===== config.mk =====
export PLATFORM = sky130hd
export DESIGN_NAME = ssa_top
export DESIGN_NICKNAME = d
export VERILOG_FILES = /design/src/hdl/ssa_pkg.sv /design/src/hdl/ssa_top.sv
export SDC_FILE = /design/constraint.sdc
export NUM_CORES = 1
export LEC_CHECK = 0
export BUFFER_PORTS_ARGS = -buffer_cell sky130_fd_sc_hd__buf_4
export CORE_ASPECT_RATIO = 1.1
export CORE_MARGIN = 4
export CORE_UTILIZATION = 40
export DETAILED_ROUTE_END_ITERATION = 10
export PLACE_DENSITY_LB_ADDON = 0.05
export SYNTH_ARGS = -nofsm -noshare
export SYNTH_HDL_FRONTEND = slang
export SYNTH_SLANG_ARGS = --single-unit

===== constraint.sdc =====
create_clock -name clk_sys -period 5.4 [get_ports clk_sys]
set_input_delay 1.35 -clock clk_sys [delete_from_list [all_inputs] [get_ports clk_sys]]
set_output_delay 1.35 -clock clk_sys [all_outputs]
set_load 0.02 [all_outputs]

===== src/hdl/ssa_pkg.sv =====
// constants, field layouts and carrier types of the smi source aggregator
package ssa_pkg;

   // register offsets on the host port
   localparam logic [7:0] OFF_GLB_STS = 8'h10;
   localparam logic [7:0] OFF_GLB_EN = 8'h11;
   localparam logic [7:0] OFF_STS_FIRST = 8'h12;
   localparam logic [7:0] OFF_STS_SECOND = 8'h13;
   localparam logic [7:0] OFF_STS_GPIO = 8'h14;
   localparam logic [7:0] OFF_EN_FIRST = 8'h15;
   localparam logic [7:0] OFF_EN_SECOND = 8'h16;
   localparam logic [7:0] OFF_EN_GPIO = 8'h17;
   localparam logic [7:0] OFF_IRQ_STS = 8'h18;
   localparam logic [7:0] OFF_IRQ_CLR = 8'h19;
   localparam logic [7:0] OFF_IRQ_EN = 8'h1A;

   // field positions in the second status, second enable and global registers
   localparam int unsigned BIT_MOUSE = 0;
   localparam int unsigned BIT_KBD = 1;
   localparam int unsigned BIT_RSVD = 2;
   localparam int unsigned BIT_WDT = 3;
   localparam int unsigned BIT_INTR = 4;
   localparam int unsigned BIT_ROUTE_WAKE = 5;
   localparam int unsigned BIT_ROUTE_SERIRQ = 6;
   localparam int unsigned BIT_ROUTE_PIN = 7;
   localparam int unsigned BIT_GLB = 0;

   // masks of the second registers
   localparam logic [7:0] EN2_WR_MASK = 8'hFB;
   localparam logic [7:0] SRC2_MASK = 8'h1B;

   // host interrupt status layout
   localparam int unsigned IRQ_W = 3;
   localparam int unsigned IRQ_GLB = 0;
   localparam int unsigned IRQ_GPIO = 1;
   localparam int unsigned IRQ_WDT = 2;

   // values after reset
   localparam logic [7:0] RST_EN_FIRST = 8'h00;
   localparam logic [7:0] RST_EN_SECOND = 8'h00;
   localparam logic [7:0] RST_EN_GPIO = 8'h00;
   localparam logic [7:0] RST_STS_GPIO = 8'h00;
   localparam logic [7:0] RST_BYTE = 8'h00;
   localparam logic [IRQ_W-1:0] RST_IRQ = 3'h0;

   // per-pin interrupt detection setting
   typedef enum logic [2:0] {
      DET_LEVEL_LOW = 3'h0,
      DET_LEVEL_HIGH = 3'h1,
      DET_NONE = 3'h4,
      DET_RISE = 3'h5,
      DET_FALL = 3'h6,
      DET_BOTH = 3'h7
   } ssa_det_t;

   typedef struct packed {
      logic wr;
      logic rd;
      logic [7:0] addr;
      logic [7:0] wdata;
   } ssa_bus_t;

   typedef struct packed {
      logic [7:0] first;
      logic mouse_irq;
      logic kbd_irq;
      logic wd_expired;
      logic intrusion;
   } ssa_src_t;

endpackage


===== src/hdl/ssa_top.sv =====
// smi source aggregator: status, enables, routing and host register port
//
// Strobed register access was left to the implementer.
`timescale 1ns/1ps
module ssa_top
   import ssa_pkg::*;
(
   input wire logic clk_sys,            // system clock, 100 MHz
   input wire logic nrst,               // synchronous reset, active low
   input wire ssa_bus_t bus,            // host register request
   output logic [7:0] rd_data,          // read data, cycle after read
   input wire ssa_src_t src,            // interrupt sources from other units
   input wire logic [7:0] gpio_pin,     // monitored gpio pin levels
   input wire ssa_det_t [7:0] gpio_det, // detection setting per pin
   output logic sys_mgmt_irq_n_pin,     // dedicated smi pin, active low
   output logic serirq_smi,             // smi request to serial irq
   output logic wake_devint,            // device interrupt to wake status
   output logic irq                     // host interrupt, level
);

   logic [7:0] rd_data_q;
   logic mouse_irq_flag_q;
   logic keyboard_irq_flag_q;
   logic watchdog_timeout_flag_q;
   logic intrusion_q;
   logic [7:0] global_event_flag_first_q;
   logic [7:0] global_event_flag_second;
   logic [7:0] global_event_flag_gpio_q;
   logic [7:0] global_event_enable_first_q;
   logic [7:0] global_event_enable_second_q;
   logic [7:0] global_event_enable_gpio_q;
   logic global_event_flag_q;
   logic global_event_enable_q;
   logic [7:0] pin_q;
   ssa_det_t [7:0] det_q;
   logic [7:0] edge_sel;
   logic [7:0] gpio_set;
   logic pending;
   logic smi_func;
   logic smi_pin_n_q;
   logic serirq_q;
   logic wake_q;
   logic [IRQ_W-1:0] irq_sts_q;
   logic [IRQ_W-1:0] irq_en_q;
   logic [IRQ_W-1:0] irq_ev;

   function automatic logic wr_hit(input ssa_bus_t b, input logic [7:0] off);
      wr_hit = b.wr && (b.addr == off);
   endfunction

   // mirrored sources, taken one cycle after the source changes
   always_ff @(posedge clk_sys) begin
      if (!nrst) begin
         mouse_irq_flag_q <= 1'b0;
         keyboard_irq_flag_q <= 1'b0;
         intrusion_q <= 1'b0;
         global_event_flag_first_q <= RST_BYTE;
      end else begin
         mouse_irq_flag_q <= src.mouse_irq;
         keyboard_irq_flag_q <= src.kbd_irq;
         intrusion_q <= src.intrusion;
         global_event_flag_first_q <= src.first;
      end
   end

   // watchdog flag: a timeout in the clearing cycle wins
   always_ff @(posedge clk_sys) begin
      if (!nrst) begin
         watchdog_timeout_flag_q <= 1'b0;
      end else if (src.wd_expired) begin
         watchdog_timeout_flag_q <= 1'b1;
      end else if (wr_hit(bus, OFF_STS_SECOND) && bus.wdata[BIT_WDT]) begin
         watchdog_timeout_flag_q <= 1'b0;
      end
   end

   always_comb begin
      global_event_flag_second = RST_BYTE;
      global_event_flag_second[BIT_MOUSE] = mouse_irq_flag_q;
      global_event_flag_second[BIT_KBD] = keyboard_irq_flag_q;
      global_event_flag_second[BIT_RSVD] = 1'b1;
      global_event_flag_second[BIT_WDT] = watchdog_timeout_flag_q;
      global_event_flag_second[BIT_INTR] = intrusion_q;
   end

   // gpio edge detection; index 0..7 is GPIO21,24,25,31,35,53,54,62
   always_ff @(posedge clk_sys) begin
      if (!nrst) begin
         pin_q <= RST_BYTE;
         det_q <= '{default: DET_NONE};
      end else begin
         pin_q <= gpio_pin;
         det_q <= gpio_det;
      end
   end

   for (genvar i = 0; i < 8; i++) begin : g_gpio
      logic rise;
      logic fall;
      logic hit;
      logic arm;
      assign rise = gpio_pin[i] && !pin_q[i];
      assign fall = !gpio_pin[i] && pin_q[i];
      // level settings never produce an event
      assign edge_sel[i] = (gpio_det[i] == DET_RISE) ||
                           (gpio_det[i] == DET_FALL) ||
                           (gpio_det[i] == DET_BOTH);
      assign hit = ((gpio_det[i] == DET_RISE) && rise) ||
                   ((gpio_det[i] == DET_FALL) && fall) ||
                   ((gpio_det[i] == DET_BOTH) && (rise || fall));
      // arming an edge mode from DET_NONE while the pin is high reports an event
      assign arm = (det_q[i] == DET_NONE) && edge_sel[i] &&
                   gpio_pin[i];
      assign gpio_set[i] = hit || arm;
   end

   // gpio status: write one clears, a new event in the same cycle wins
   always_ff @(posedge clk_sys) begin
      if (!nrst) begin
         global_event_flag_gpio_q <= RST_STS_GPIO;
      end else if (wr_hit(bus, OFF_STS_GPIO)) begin
         global_event_flag_gpio_q <= (global_event_flag_gpio_q & ~bus.wdata) |
                              gpio_set;
      end else begin
         global_event_flag_gpio_q <= global_event_flag_gpio_q | gpio_set;
      end
   end

   // enable registers
   always_ff @(posedge clk_sys) begin
      if (!nrst) begin
         global_event_enable_first_q <= RST_EN_FIRST;
         global_event_enable_second_q <= RST_EN_SECOND;
         global_event_enable_gpio_q <= RST_EN_GPIO;
         global_event_enable_q <= 1'b0;
      end else begin
         if (wr_hit(bus, OFF_EN_FIRST)) begin
            global_event_enable_first_q <= bus.wdata;
         end
         if (wr_hit(bus, OFF_EN_SECOND)) begin
            global_event_enable_second_q <= bus.wdata & EN2_WR_MASK;
         end
         if (wr_hit(bus, OFF_EN_GPIO)) begin
            global_event_enable_gpio_q <= bus.wdata;
         end
         if (wr_hit(bus, OFF_GLB_EN)) begin
            global_event_enable_q <= bus.wdata[BIT_GLB];
         end
      end
   end

   // per-source gating onto the global flag
   assign pending =
      (|(global_event_flag_first_q & global_event_enable_first_q)) ||
      (|(global_event_flag_second & global_event_enable_second_q & SRC2_MASK)) ||
      (|(global_event_flag_gpio_q & global_event_enable_gpio_q));

   always_ff @(posedge clk_sys) begin
      if (!nrst) begin
         global_event_flag_q <= 1'b0;
      end else if (pending) begin
         global_event_flag_q <= 1'b1;
      end else if (wr_hit(bus, OFF_GLB_STS) && bus.wdata[BIT_GLB]) begin
         global_event_flag_q <= 1'b0;
      end
   end

   assign smi_func = global_event_flag_q &&
                     global_event_enable_q;

   // routed outputs come from flip-flops so source changes cannot glitch them
   always_ff @(posedge clk_sys) begin
      if (!nrst) begin
         smi_pin_n_q <= 1'b1;
         serirq_q <= 1'b0;
         wake_q <= 1'b0;
      end else begin
         smi_pin_n_q <= !(smi_func &&
                          global_event_enable_second_q[BIT_ROUTE_PIN]);
         serirq_q <= smi_func &&
                     global_event_enable_second_q[BIT_ROUTE_SERIRQ];
         wake_q <= smi_func &&
                   global_event_enable_second_q[BIT_ROUTE_WAKE];
      end
   end

   assign sys_mgmt_irq_n_pin = smi_pin_n_q;
   assign serirq_smi = serirq_q;
   assign wake_devint = wake_q;

   // host interrupt: sticky events, write-one clear, enable mask
   always_comb begin
      irq_ev = RST_IRQ;
      irq_ev[IRQ_GLB] = pending && !global_event_flag_q;
      irq_ev[IRQ_GPIO] = |gpio_set;
      irq_ev[IRQ_WDT] = src.wd_expired;
   end

   always_ff @(posedge clk_sys) begin
      if (!nrst) begin
         irq_sts_q <= RST_IRQ;
      end else if (wr_hit(bus, OFF_IRQ_CLR)) begin
         irq_sts_q <= (irq_sts_q & ~bus.wdata[IRQ_W-1:0]) | irq_ev;
      end else begin
         irq_sts_q <= irq_sts_q | irq_ev;
      end
   end

   always_ff @(posedge clk_sys) begin
      if (!nrst) begin
         irq_en_q <= RST_IRQ;
      end else if (wr_hit(bus, OFF_IRQ_EN)) begin
         irq_en_q <= bus.wdata[IRQ_W-1:0];
      end
   end

   assign irq = |(irq_sts_q & irq_en_q);

   // read port: data stand only in the cycle after the strobe
   always_ff @(posedge clk_sys) begin
      if (!nrst) begin
         rd_data_q <= RST_BYTE;
      end else if (bus.rd) begin
         case (bus.addr)
            OFF_GLB_STS: rd_data_q <= {7'h00, global_event_flag_q};
            OFF_GLB_EN: rd_data_q <= {7'h00, global_event_enable_q};
            OFF_STS_FIRST: rd_data_q <= global_event_flag_first_q;
            OFF_STS_SECOND: rd_data_q <= global_event_flag_second;
            OFF_STS_GPIO: rd_data_q <= global_event_flag_gpio_q;
            OFF_EN_FIRST: rd_data_q <= global_event_enable_first_q;
            OFF_EN_SECOND: rd_data_q <= global_event_enable_second_q;
            OFF_EN_GPIO: rd_data_q <= global_event_enable_gpio_q;
            OFF_IRQ_STS: rd_data_q <= {5'h00, irq_sts_q};
            OFF_IRQ_EN: rd_data_q <= {5'h00, irq_en_q};
            default: rd_data_q <= RST_BYTE;
         endcase
      end else begin
         rd_data_q <= RST_BYTE;
      end
   end

   assign rd_data = rd_data_q;
endmodule


==> results of run 1 <==
==> per-stage QoR <==
stage	worst slack (ns)	hold WS (ns)	total power, W	cell area [µm²]
after floorplan	2.47	0.367	0.000811	4050
after global placement	1.70	0.390	0.000880	4670
after detailed placement	1.63	0.393	0.000882	4670
after CTS	2.04	0.416	0.00140	4900
after global routing	1.91	0.457	0.00144	4900
final	2.00	0.413	0.00138	4900
==> logic make-up (layout without fill, tap and decap cells) <==
family	after synthesis	count (layout)	share of synthesized area, %
AO/OA/AOI/OAI	87	87	16.3
adder cells (fa/ha/maj)	16	16	4.95
buffers and inverters	44	116	4.64
flip-flops	94	94	46.5
multiplexers	30	30	9.64
AND/OR/NAND/NOR	132	132	18.0
==> layer usage <==
metal  wire length [µm]  vias to the layer above
li1                   -                     1583
met1               4430                     1466
met2               4680                       86
met3                470                       15
met4                243                        0
met5                  0                        -
==> worst reg2reg max path: stages (launching register included) <==
cell and delay (ns):
dfxtp_1 0.34, a22o_1 0.24, a221oi_1 0.32, nand4_1 0.20
o31a_1 0.28, o21a_1 0.18
==> cell usage after synthesis, drive strengths merged (2+ instances only) <==
cell	n
nor2	38
a32oi	2
nand4	2
nand2	18
inv	23
a221oi	2
a22oi	11
o21ai	4
o21a	9
mux2i	21
nand2b	9
a31oi	9
and2	30
and3	6
clkbuf	14
o22ai	9
a32o	2
dfxtp	94
mux2	2
ha	16
nand3	9
nor4	3
o221a	8
a21boi	9
nor4b	8
a21oi	12
a22o	2
mux4	7
buf	7
==> sequential cells by signal (all words and copies together), names as in the netlist, 3 cells and up <==
register,count
global_event_flag_first_q,8
global_event_enable_second_q,7
irq_en_q,3
irq_sts_q,3
global_event_enable_gpio_q,8
det_q,24
global_event_flag_gpio_q,8
pin_q,8
global_event_enable_first_q,8
rd_data,8
==> final cells by class <==
| cell class | count | area, µm² |
|---|---|---|
| fill | 981 | 4990 |
| multi-input combinational | 265 | 1980 |
| sequential | 94 | 1880 |
| timing repair buffer | 77 | 578 |
| tap | 120 | 150 |
| clock buffer | 9 | 124 |
| clock inverter | 7 | 98.8 |
| inverter | 23 | 86.3 |
==> where the power goes <==
group	total, W	switching (W)	leakage (nW)	internal, W
sequential	0.000732	0.0000149	0.772	0.000717
clock	0.000515	0.000253	0.109	0.000262
combinational	0.000133	0.0000636	1.14	0.0000693
total	0.00138	0.000332	2.02	0.00105
==> final timing paths <==
check	from	end	slack, ns	cells past startpoint
max	bus[13]	global_event_enable_gpio_q[5]$_SDFFE_PN0P_	2.00	6
min	global_event_enable_second_q[7]$_SDFFE_PN0P_	sys_mgmt_irq_n_pin$_SDFF_PN1_	0.41	1
max reg2reg	global_event_flag_first_q[5]$_SDFF_PN0_	irq_sts_q[0]$_SDFF_PN0_	3.76	5
min reg2reg	global_event_enable_second_q[7]$_SDFFE_PN0P_	sys_mgmt_irq_n_pin$_SDFF_PN1_	0.41	1
==> impl_results.rst, run 1 <==
.. list-table::
   :header-rows: 1

   * - Metric
     - Value
   * - Result of the run
     - finished, final reports clean
   * - Data required, critical path
     - about 5.7 ns
   * - Routed length per placed instance
     - 16.5 µm
   * - Post-synthesis instance total
     - slightly above 400
   * - CTS tree
     - yes
   * - Most frequent cells in the layout
     - dfxtp_1 (94), buf_4 (77), nor2_1 (38)
   * - Hold Fails Final Rpt
     - 0
   * - Synth-to-layout area growth
     - 21.0%
   * - Largest voltage drop on the vdd net
     - about 0.00011 V
   * - Core area
     - between 9000 and 10,000 µm²
   * - Wirelength, routed
     - 9.82 mm
   * - Max clock buf depth
     - 2
   * - Actual slew at the worst max-slew pin
     - 0.677 ns
   * - Clock root buffer
     - clkbuf_8
   * - Slew Limit Headroom
     - ~55%
   * - Count of state elements after synthesis
     - 94
   * - Number of buffers added by the clock tree synthesis step
     - 9
   * - Arr. time, crit path
     - approximately 3.7 ns
   * - Number of global-route vias before repair
     - approximately 3,100
   * - Crit end category
     - register
   * - Floorplan die height
     - about 110 µm
   * - Worst path slowest cell
     - or4b_1
   * - Chip width
     - a little over 100 µm
   * - Final #Nets
     - 550
   * - Post-CTS Repair Setup Buffers
     - 0
   * - Average via count per standard cell
     - about 5.3
   * - H-tree depth
     - 3
   * - Number of antenna-violating nets in the routed design
     - 0
   * - Minimum clock period after layout
     - roughly 3.4 ns
   * - Syn Std Cell Area
     - about 4000 µm²
   * - CTS clk-pin slew, worst paths
     - 0.09 ns
   * - Core occupancy in the finished layout
     - between 40 and 50%
   * - Met2 global-route usage
     - a little over a quarter
   * - Nature of the critical path startpoint
     - input pin
   * - GPL Wtd Cong
     - between 0.8 and 0.9
   * - Via count
     - between 3,000 and 4,000
   * - Type of the tightest min-delay check
     - reg2reg
   * - Maximum number of pins on one net before global-route repair
     - between 40 and 50
   * - Total count of max-transition violations in the final report
     - 0
   * - HPWL after detailed placement
     - 7.26 mm
   * - Setup repair after global routing missed its margin
     - no
   * - Antenna cells
     - 0
   * - Share of post-route cells with drive strength above 1
     - a little under a quarter
   * - Number of instances in the placed design
     - a little under 600
   * - Drt first-iter violations
     - 139
   * - Fin Setup TNS
     - 0 ns
   * - Maximum fanout along the worst path
     - 15
   * - Number of synthesized flops with an enable pin
     - 0
   * - Count of unresolved DRC violations after routing
     - 0
   * - Pre-antenna DRT Iters
     - 4
   * - Category of cells accounting for the largest share of critical-path delay
     - simple AND/OR/NAND/NOR gates
   * - Synthesized Nets
     - 483
   * - Final Instance Count excl. Fillers
     - 595
   * - Final setup fails
     - 0
   * - Met3 Use GR
     - 2.72%
   * - Clock Sinks
     - 94
   * - Number of warnings printed during yosys synthesis
     - 0
   * - Top Usage Layer GRT
     - met2
   * - Global-route total usage across every layer
     - between 10% and 20%
   * - Critical path type
     - in2reg
   * - Commonest non-fill, non-tap cell in the layout
     - dfxtp_1
   * - Fraction of synthesis flops using an asynchronous set or reset pin
     - 0%
   * - GR Util met1
     - 22.8%
   * - Starting utilization of the core area
     - 40.9%
   * - Top area cells in the synthesized netlist
     - dfxtp_1 (46%), mux2i_1 (5.2%), ha_1 (4.9%), and2_1 (4.6%), mux4_2 (3.9%)
   * - Post_cts resized
     - 0
   * - Global route total overflow
     - 0
   * - Clock skew after layout
     - around 0.012 ns
   * - Final worst path period share
     - a little over three fifths
   * - Standard-cell rows
     - 38
   * - Global-route wire length before repair
     - between 15 and 20 mm
   * - Distinct cell type count of the synthesized netlist
     - 48
   * - Power density over the cells
     - around 280 nW/µm²
   * - PortBufs
     - 75
   * - Biggest cell delay along the critical path
     - between 0.6 and 0.7 ns
   * - Combined buffer and inverter count along the critical path
     - 1
   * - Post-synthesis area per instance
     - around 10 µm²
   * - Later-pin clock latency in the skew report
     - approximately 0.36 ns
   * - Area leader, netlist
     - dfxtp_1
   * - Area share of the largest cell type after synthesis
     - a little under half
   * - Number of maximum-capacitance violations
     - 0
   * - Peak Freq
     - 0.294 GHz
   * - Number of antenna violations at the first check in global routing
     - 0
   * - Boundary pin count
     - 76
   * - Series of cell instances along the critical path
     - buf_4 -> or4b_1 -> nor3b_4 -> and4_1 -> mux2i_1 -> nor2_1
   * - Die Outline Area
     - between 10,000 and 15,000 µm²
   * - Post-synthesis sequential area ratio
     - between 40% and 50%
   * - Most frequently used flop master after synthesis
     - dfxtp_1
   * - Count of hold-fix buffers inserted at cts
     - 0
   * - Leakage Power
     - just over 2 nW
(Power assumes the default switching activity.)
==> run 2: changes to the inputs <==
--- a/config.mk
+++ b/config.mk
@@ -5,6 +5,7 @@
 export SDC_FILE = /design/constraint.sdc
 export NUM_CORES = 1
 export LEC_CHECK = 0
+export ABC_AREA = 1
 export BUFFER_PORTS_ARGS = -buffer_cell sky130_fd_sc_hd__buf_4
 export CORE_ASPECT_RATIO = 1.1
 export CORE_MARGIN = 4
==> constraint.sdc (replaced) <==
create_clock -name clk_sys -period 3.3 [get_ports clk_sys]
set_input_delay 0.825 -clock clk_sys [delete_from_list [all_inputs] [get_ports clk_sys]]
set_output_delay 0.825 -clock clk_sys [all_outputs]
set_load 0.02 [all_outputs]
==> run 2 against run 1 <==
Total power rose by 79%; setup slack worse by 0.61 ns; count of clock-buffer cells in the layout up 3; synthesized area grew 7.8%; worst hold slack improved by 0.016 ns; register-to-register slack lost 1.8 ns; cell count is 43% higher; clock skew down 0.0065 ns; critical path depth grew 3; sequential share of layout area shrank 3.2 points; critical endpoint is now global_event_flag_gpio_q[2]$_SDFF_PN0_; highest routed layer unchanged.
==> impl_results.rst, run 2 <==
.. list-table::
   :header-rows: 1

   * - Metric
     - Value
   * - Antenna cells
     - 0 (unchanged)
   * - Routed length per placed instance
     - 12.5 µm (was 16.5 µm)
   * - Nature of the critical path startpoint
     - input pin (unchanged)
   * - Count of unresolved DRC violations after routing
     - 0 (unchanged)
   * - Register bank with the most flops
     - det_q (unchanged)
   * - Via count
     - 3,913 (was 3,150)
   * - Count of state elements after synthesis
     - 94 (unchanged)
   * - Global-route wire length before repair
     - 17.6 mm (was 16.1 mm)
   * - Share of post-route cells with drive strength above 1
     - 15.9% (was 24.0%)
   * - Commonest non-fill, non-tap cell in the layout
     - nand2_1 (was dfxtp_1)
   * - Pre-antenna DRT Iters
     - 4 (unchanged)
   * - Max clock buf depth
     - 2 (unchanged)
   * - Chip width
     - 108 µm (was 104 µm)
   * - Die Outline Area
     - 12,600 µm² (was 11,800 µm²)
   * - Fin Setup TNS
     - 0 ns (unchanged)
   * - Hold Fails Final Rpt
     - 0 (unchanged)
   * - Number of antenna-violating nets in the routed design
     - 0 (unchanged)
   * - Clock skew after layout
     - 0.00567 ns (was 0.0122 ns)
   * - Fraction of synthesis flops using an asynchronous set or reset pin
     - 0% (unchanged)
   * - Number of maximum-capacitance violations
     - 0 (unchanged)
   * - Fraction of the mapped netlist area in compound gates
     - 10.6% (was 16.3%)
   * - Maximum fanout along the worst path
     - 19 (was 15)
   * - Setup repair after global routing missed its margin
     - no (unchanged)
   * - Drt first-iter violations
     - 138 (was 139)
   * - Leakage Power
     - 2.78 nW (was 2.02 nW)
   * - Simple-Gate Fraction of Synth Area
     - 28.4% (was 18.0%)
   * - Area leader, netlist
     - dfxtp_1 (unchanged)
   * - Core area
     - 10,500 µm² (was 9890 µm²)
   * - Final design area excluding fillers
     - 5340 µm² (was 4900 µm²)
   * - Most frequently used cell type in the post-synthesis netlist
     - nand2_1 (was dfxtp_1)
   * - Synthesized-area fraction occupied by adder cells
     - 4.59% (was 4.95%)
   * - Count of hold-fix buffers inserted at cts
     - 0 (unchanged)
   * - Post-synthesis sequential area ratio
     - 43.1% (was 46.5%)
   * - Later-pin clock latency in the skew report
     - 0.35 ns (was 0.36 ns)
   * - Number of antenna violations at the first check in global routing
     - 0 (unchanged)
   * - Number of global-route vias before repair
     - 3,772 (was 3,113)
   * - Area share of the largest cell type after synthesis
     - 43.1% (was 46.5%)
   * - Maximum number of pins on one net before global-route repair
     - 43 (was 48)
   * - Final setup fails
     - 0 (unchanged)
   * - Global route total overflow
     - 0 (unchanged)
   * - Global-route total usage across every layer
     - 17.6% (was 17.1%)
   * - Number of buffers added by the clock tree synthesis step
     - 9 (unchanged)
   * - Slew Limit Headroom
     - 62.5% (was 54.8%)
   * - Starting utilization of the core area
     - 41.4% (was 40.9%)
   * - Top area cells in the synthesized netlist
     - dfxtp_1 (43%), nand2_1 (14%), inv_1 (11%), a21oi_1 (4.8%), nand3_1 (4.7%) (was dfxtp_1 (46%), mux2i_1 (5.2%), ha_1 (4.9%), and2_1 (4.6%), mux4_2 (3.9%))
   * - PortBufs
     - 75 (unchanged)
   * - Crit end category
     - register (unchanged)
   * - Minimum clock period after layout
     - about 1.9 ns
   * - Post-synthesis area per instance
     - 6.90 µm² (was 10.0 µm²)
   * - Max FFs per register
     - 24 (unchanged)
   * - Standard-cell rows
     - 39 (was 38)
   * - Number of synthesized flops with an enable pin
     - 0 (unchanged)
   * - Data required, critical path
     - 3.51 ns (was 5.65 ns)
   * - Number of fill cells
     - 1,129 (was 981)
   * - Arr. time, crit path
     - 2.12 ns (was 3.65 ns)
   * - Synth Area in XOR/XNOR
     - 0% (unchanged)
   * - Type of the tightest min-delay check
     - reg2reg (unchanged)
   * - Total count of max-transition violations in the final report
     - 0 (unchanged)
   * - CTS tree
     - yes (unchanged)
   * - Number of warnings printed during yosys synthesis
     - 0 (unchanged)
   * - Average via count per standard cell
     - 4.59 (was 5.29)
   * - Final worst path period share
     - between 50 and 60%
   * - Synth-to-layout area growth
     - 22.5% (was 21.0%)
   * - Wirelength, routed
     - 10.7 mm (was 9.82 mm)
   * - HPWL after detailed placement
     - 8.19 mm (was 7.26 mm)
   * - Syn Std Cell Area
     - 4360 µm² (was 4050 µm²)
   * - Floorplan die height
     - 118 µm (was 114 µm)
   * - Distinct cell type count of the synthesized netlist
     - 27 (was 48)
   * - Boundary pin count
     - 76 (unchanged)
   * - Most frequently used flop master after synthesis
     - dfxtp_1 (unchanged)
   * - Clock Sinks
     - 94 (unchanged)
   * - Clock root buffer
     - clkbuf_16 (was clkbuf_8)
   * - Top cells by count, synth
     - nand2_1 (160), inv_1 (131), dfxtp_1 (94) (was dfxtp_1 (94), nor2_1 (38), and2_1 (30))
   * - Post_cts resized
     - 0 (unchanged)
   * - Peak Freq
     - between 0.5 and 0.6 GHz
   * - Mux cell area share after synthesis
     - 0% (was 9.64%)
   * - Actual slew at the worst max-slew pin
     - 0.561 ns (was 0.677 ns)
   * - Final #Nets
     - 785 (was 550)
   * - Result of the run
     - finished, final reports clean (unchanged)
   * - Cell area after placement
     - 5040 µm² (was 4670 µm²)
   * - Most frequent cells in the layout
     - nand2_1 (160), inv_1 (131), dfxtp_1 (94) (was dfxtp_1 (94), buf_4 (77), nor2_1 (38))
   * - Post-CTS Repair Setup Buffers
     - 0 (unchanged)
   * - H-tree depth
     - 3 (unchanged)
   * - Synthesized Nets
     - 712 (was 483)
   * - Power density over the cells
     - 463 nW/µm² (was 282 nW/µm²)
   * - Post-synthesis instance total
     - 632 (was 403)
   * - Largest family of logic cells by synthesized area
     - simple AND/OR/NAND/NOR gates (unchanged)
   * - GPL Wtd Cong
     - 0.880 (was 0.804)
   * - Critical path type
     - in2reg (unchanged)
   * - Largest voltage drop on the vdd net
     - 0.000204 V (was 0.000106 V)
   * - Worst hold slack after final layout
     - 0.429 ns (was 0.413 ns)
   * - CTS clk-pin slew, worst paths
     - 0.06 ns (was 0.09 ns)
run 2: cell types whose count changed after synthesis, sizes merged, moves of 21 or more:
| cell | previous run | this run |
|---|---|---|
| nand2 | 18 | 171 |
| inv | 23 | 133 |
| a21oi | 12 | 45 |
| nand3 | 9 | 41 |
| o21ai | 4 | 36 |
| and2 | 30 | 0 |
| mux2i | 21 | 0 |
run 2: metal layers:
layer	GRT usage [%]	wire length (µm)	up-vias
li1	-	-	2090
met1	22.6	4940	1711
met2	28.6	5060	97
met3	3.40	498	15
met4	7.66	201	0
met5	0	0	-
run 2: cell type report:
class                           instances  area [µm²]  share of cell area (%)
Multi-Input combinational cell        390        1900                    35.6
Timing Repair Buffer                   77         578                    10.8
Tap cell                              143         179                    3.35
Clock buffer                           12         256                    4.80
Sequential cell                        94        1880                    35.2
Clock inverter                          4        45.0                   0.843
Inverter                              133         499                    9.34
run 2: final timing paths:
kind / start / endpoint / slack (ns) / cells past startpoint
worst min-delay path: global_event_enable_second_q[7]$_SDFFE_PN0P_ / sys_mgmt_irq_n_pin$_SDFF_PN1_ / 0.43 / 1
worst max-delay path: bus[13] / global_event_flag_gpio_q[2]$_SDFF_PN0_ / 1.39 / 9
worst max register to register: pin_q[4]$_SDFF_PN0_ / irq_sts_q[1]$_SDFF_PN0_ / 1.99 / 10
worst min register to register: global_event_enable_second_q[7]$_SDFFE_PN0P_ / sys_mgmt_irq_n_pin$_SDFF_PN1_ / 0.43 / 1
run 2: cells by family (layout without fill, tap and decap cells):
| family | after synthesis | count (layout) |
|---|---|---|
| AND/OR/NAND/NOR | 287 | 287 |
| buffers and inverters | 148 | 226 |
| flip-flops | 94 | 94 |
| AO/OA/AOI/OAI | 87 | 87 |
| adder cells (fa/ha/maj) | 16 | 16 |
run 2: power by group:
| part | leakage, nW | total (W) | switching (W) | internal (W) |
|---|---|---|---|---|
| combinational | 1.85 | 0.000225 | 0.000126 | 0.0000988 |
| clock | 0.152 | 0.00105 | 0.000428 | 0.000625 |
| sequential | 0.772 | 0.00120 | 0.0000229 | 0.00118 |
run 2: per-stage QoR:
step           setup WS [ns]  std cells  util (%)  total power (W)
5_1_grt                 1.22        853      50.7          0.00259
2_1_floorplan           1.45        632         -          0.00134
4_1_cts                 1.38        853      50.7          0.00251
6_report                1.39        853      50.7          0.00248
3_5_place_dp            1.00        837      47.8          0.00145
3_3_place_gp            1.03        837      47.8          0.00145
run 2: critical path: stages:
cell     delay [ns]
buf_4          0.11
inv_1          0.05
nand2_2        0.08
nor2_8         0.27
nand2_4        0.13
nor2_4         0.31
nand2_2        0.09
o21ai_0        0.17
a21oi_1        0.08
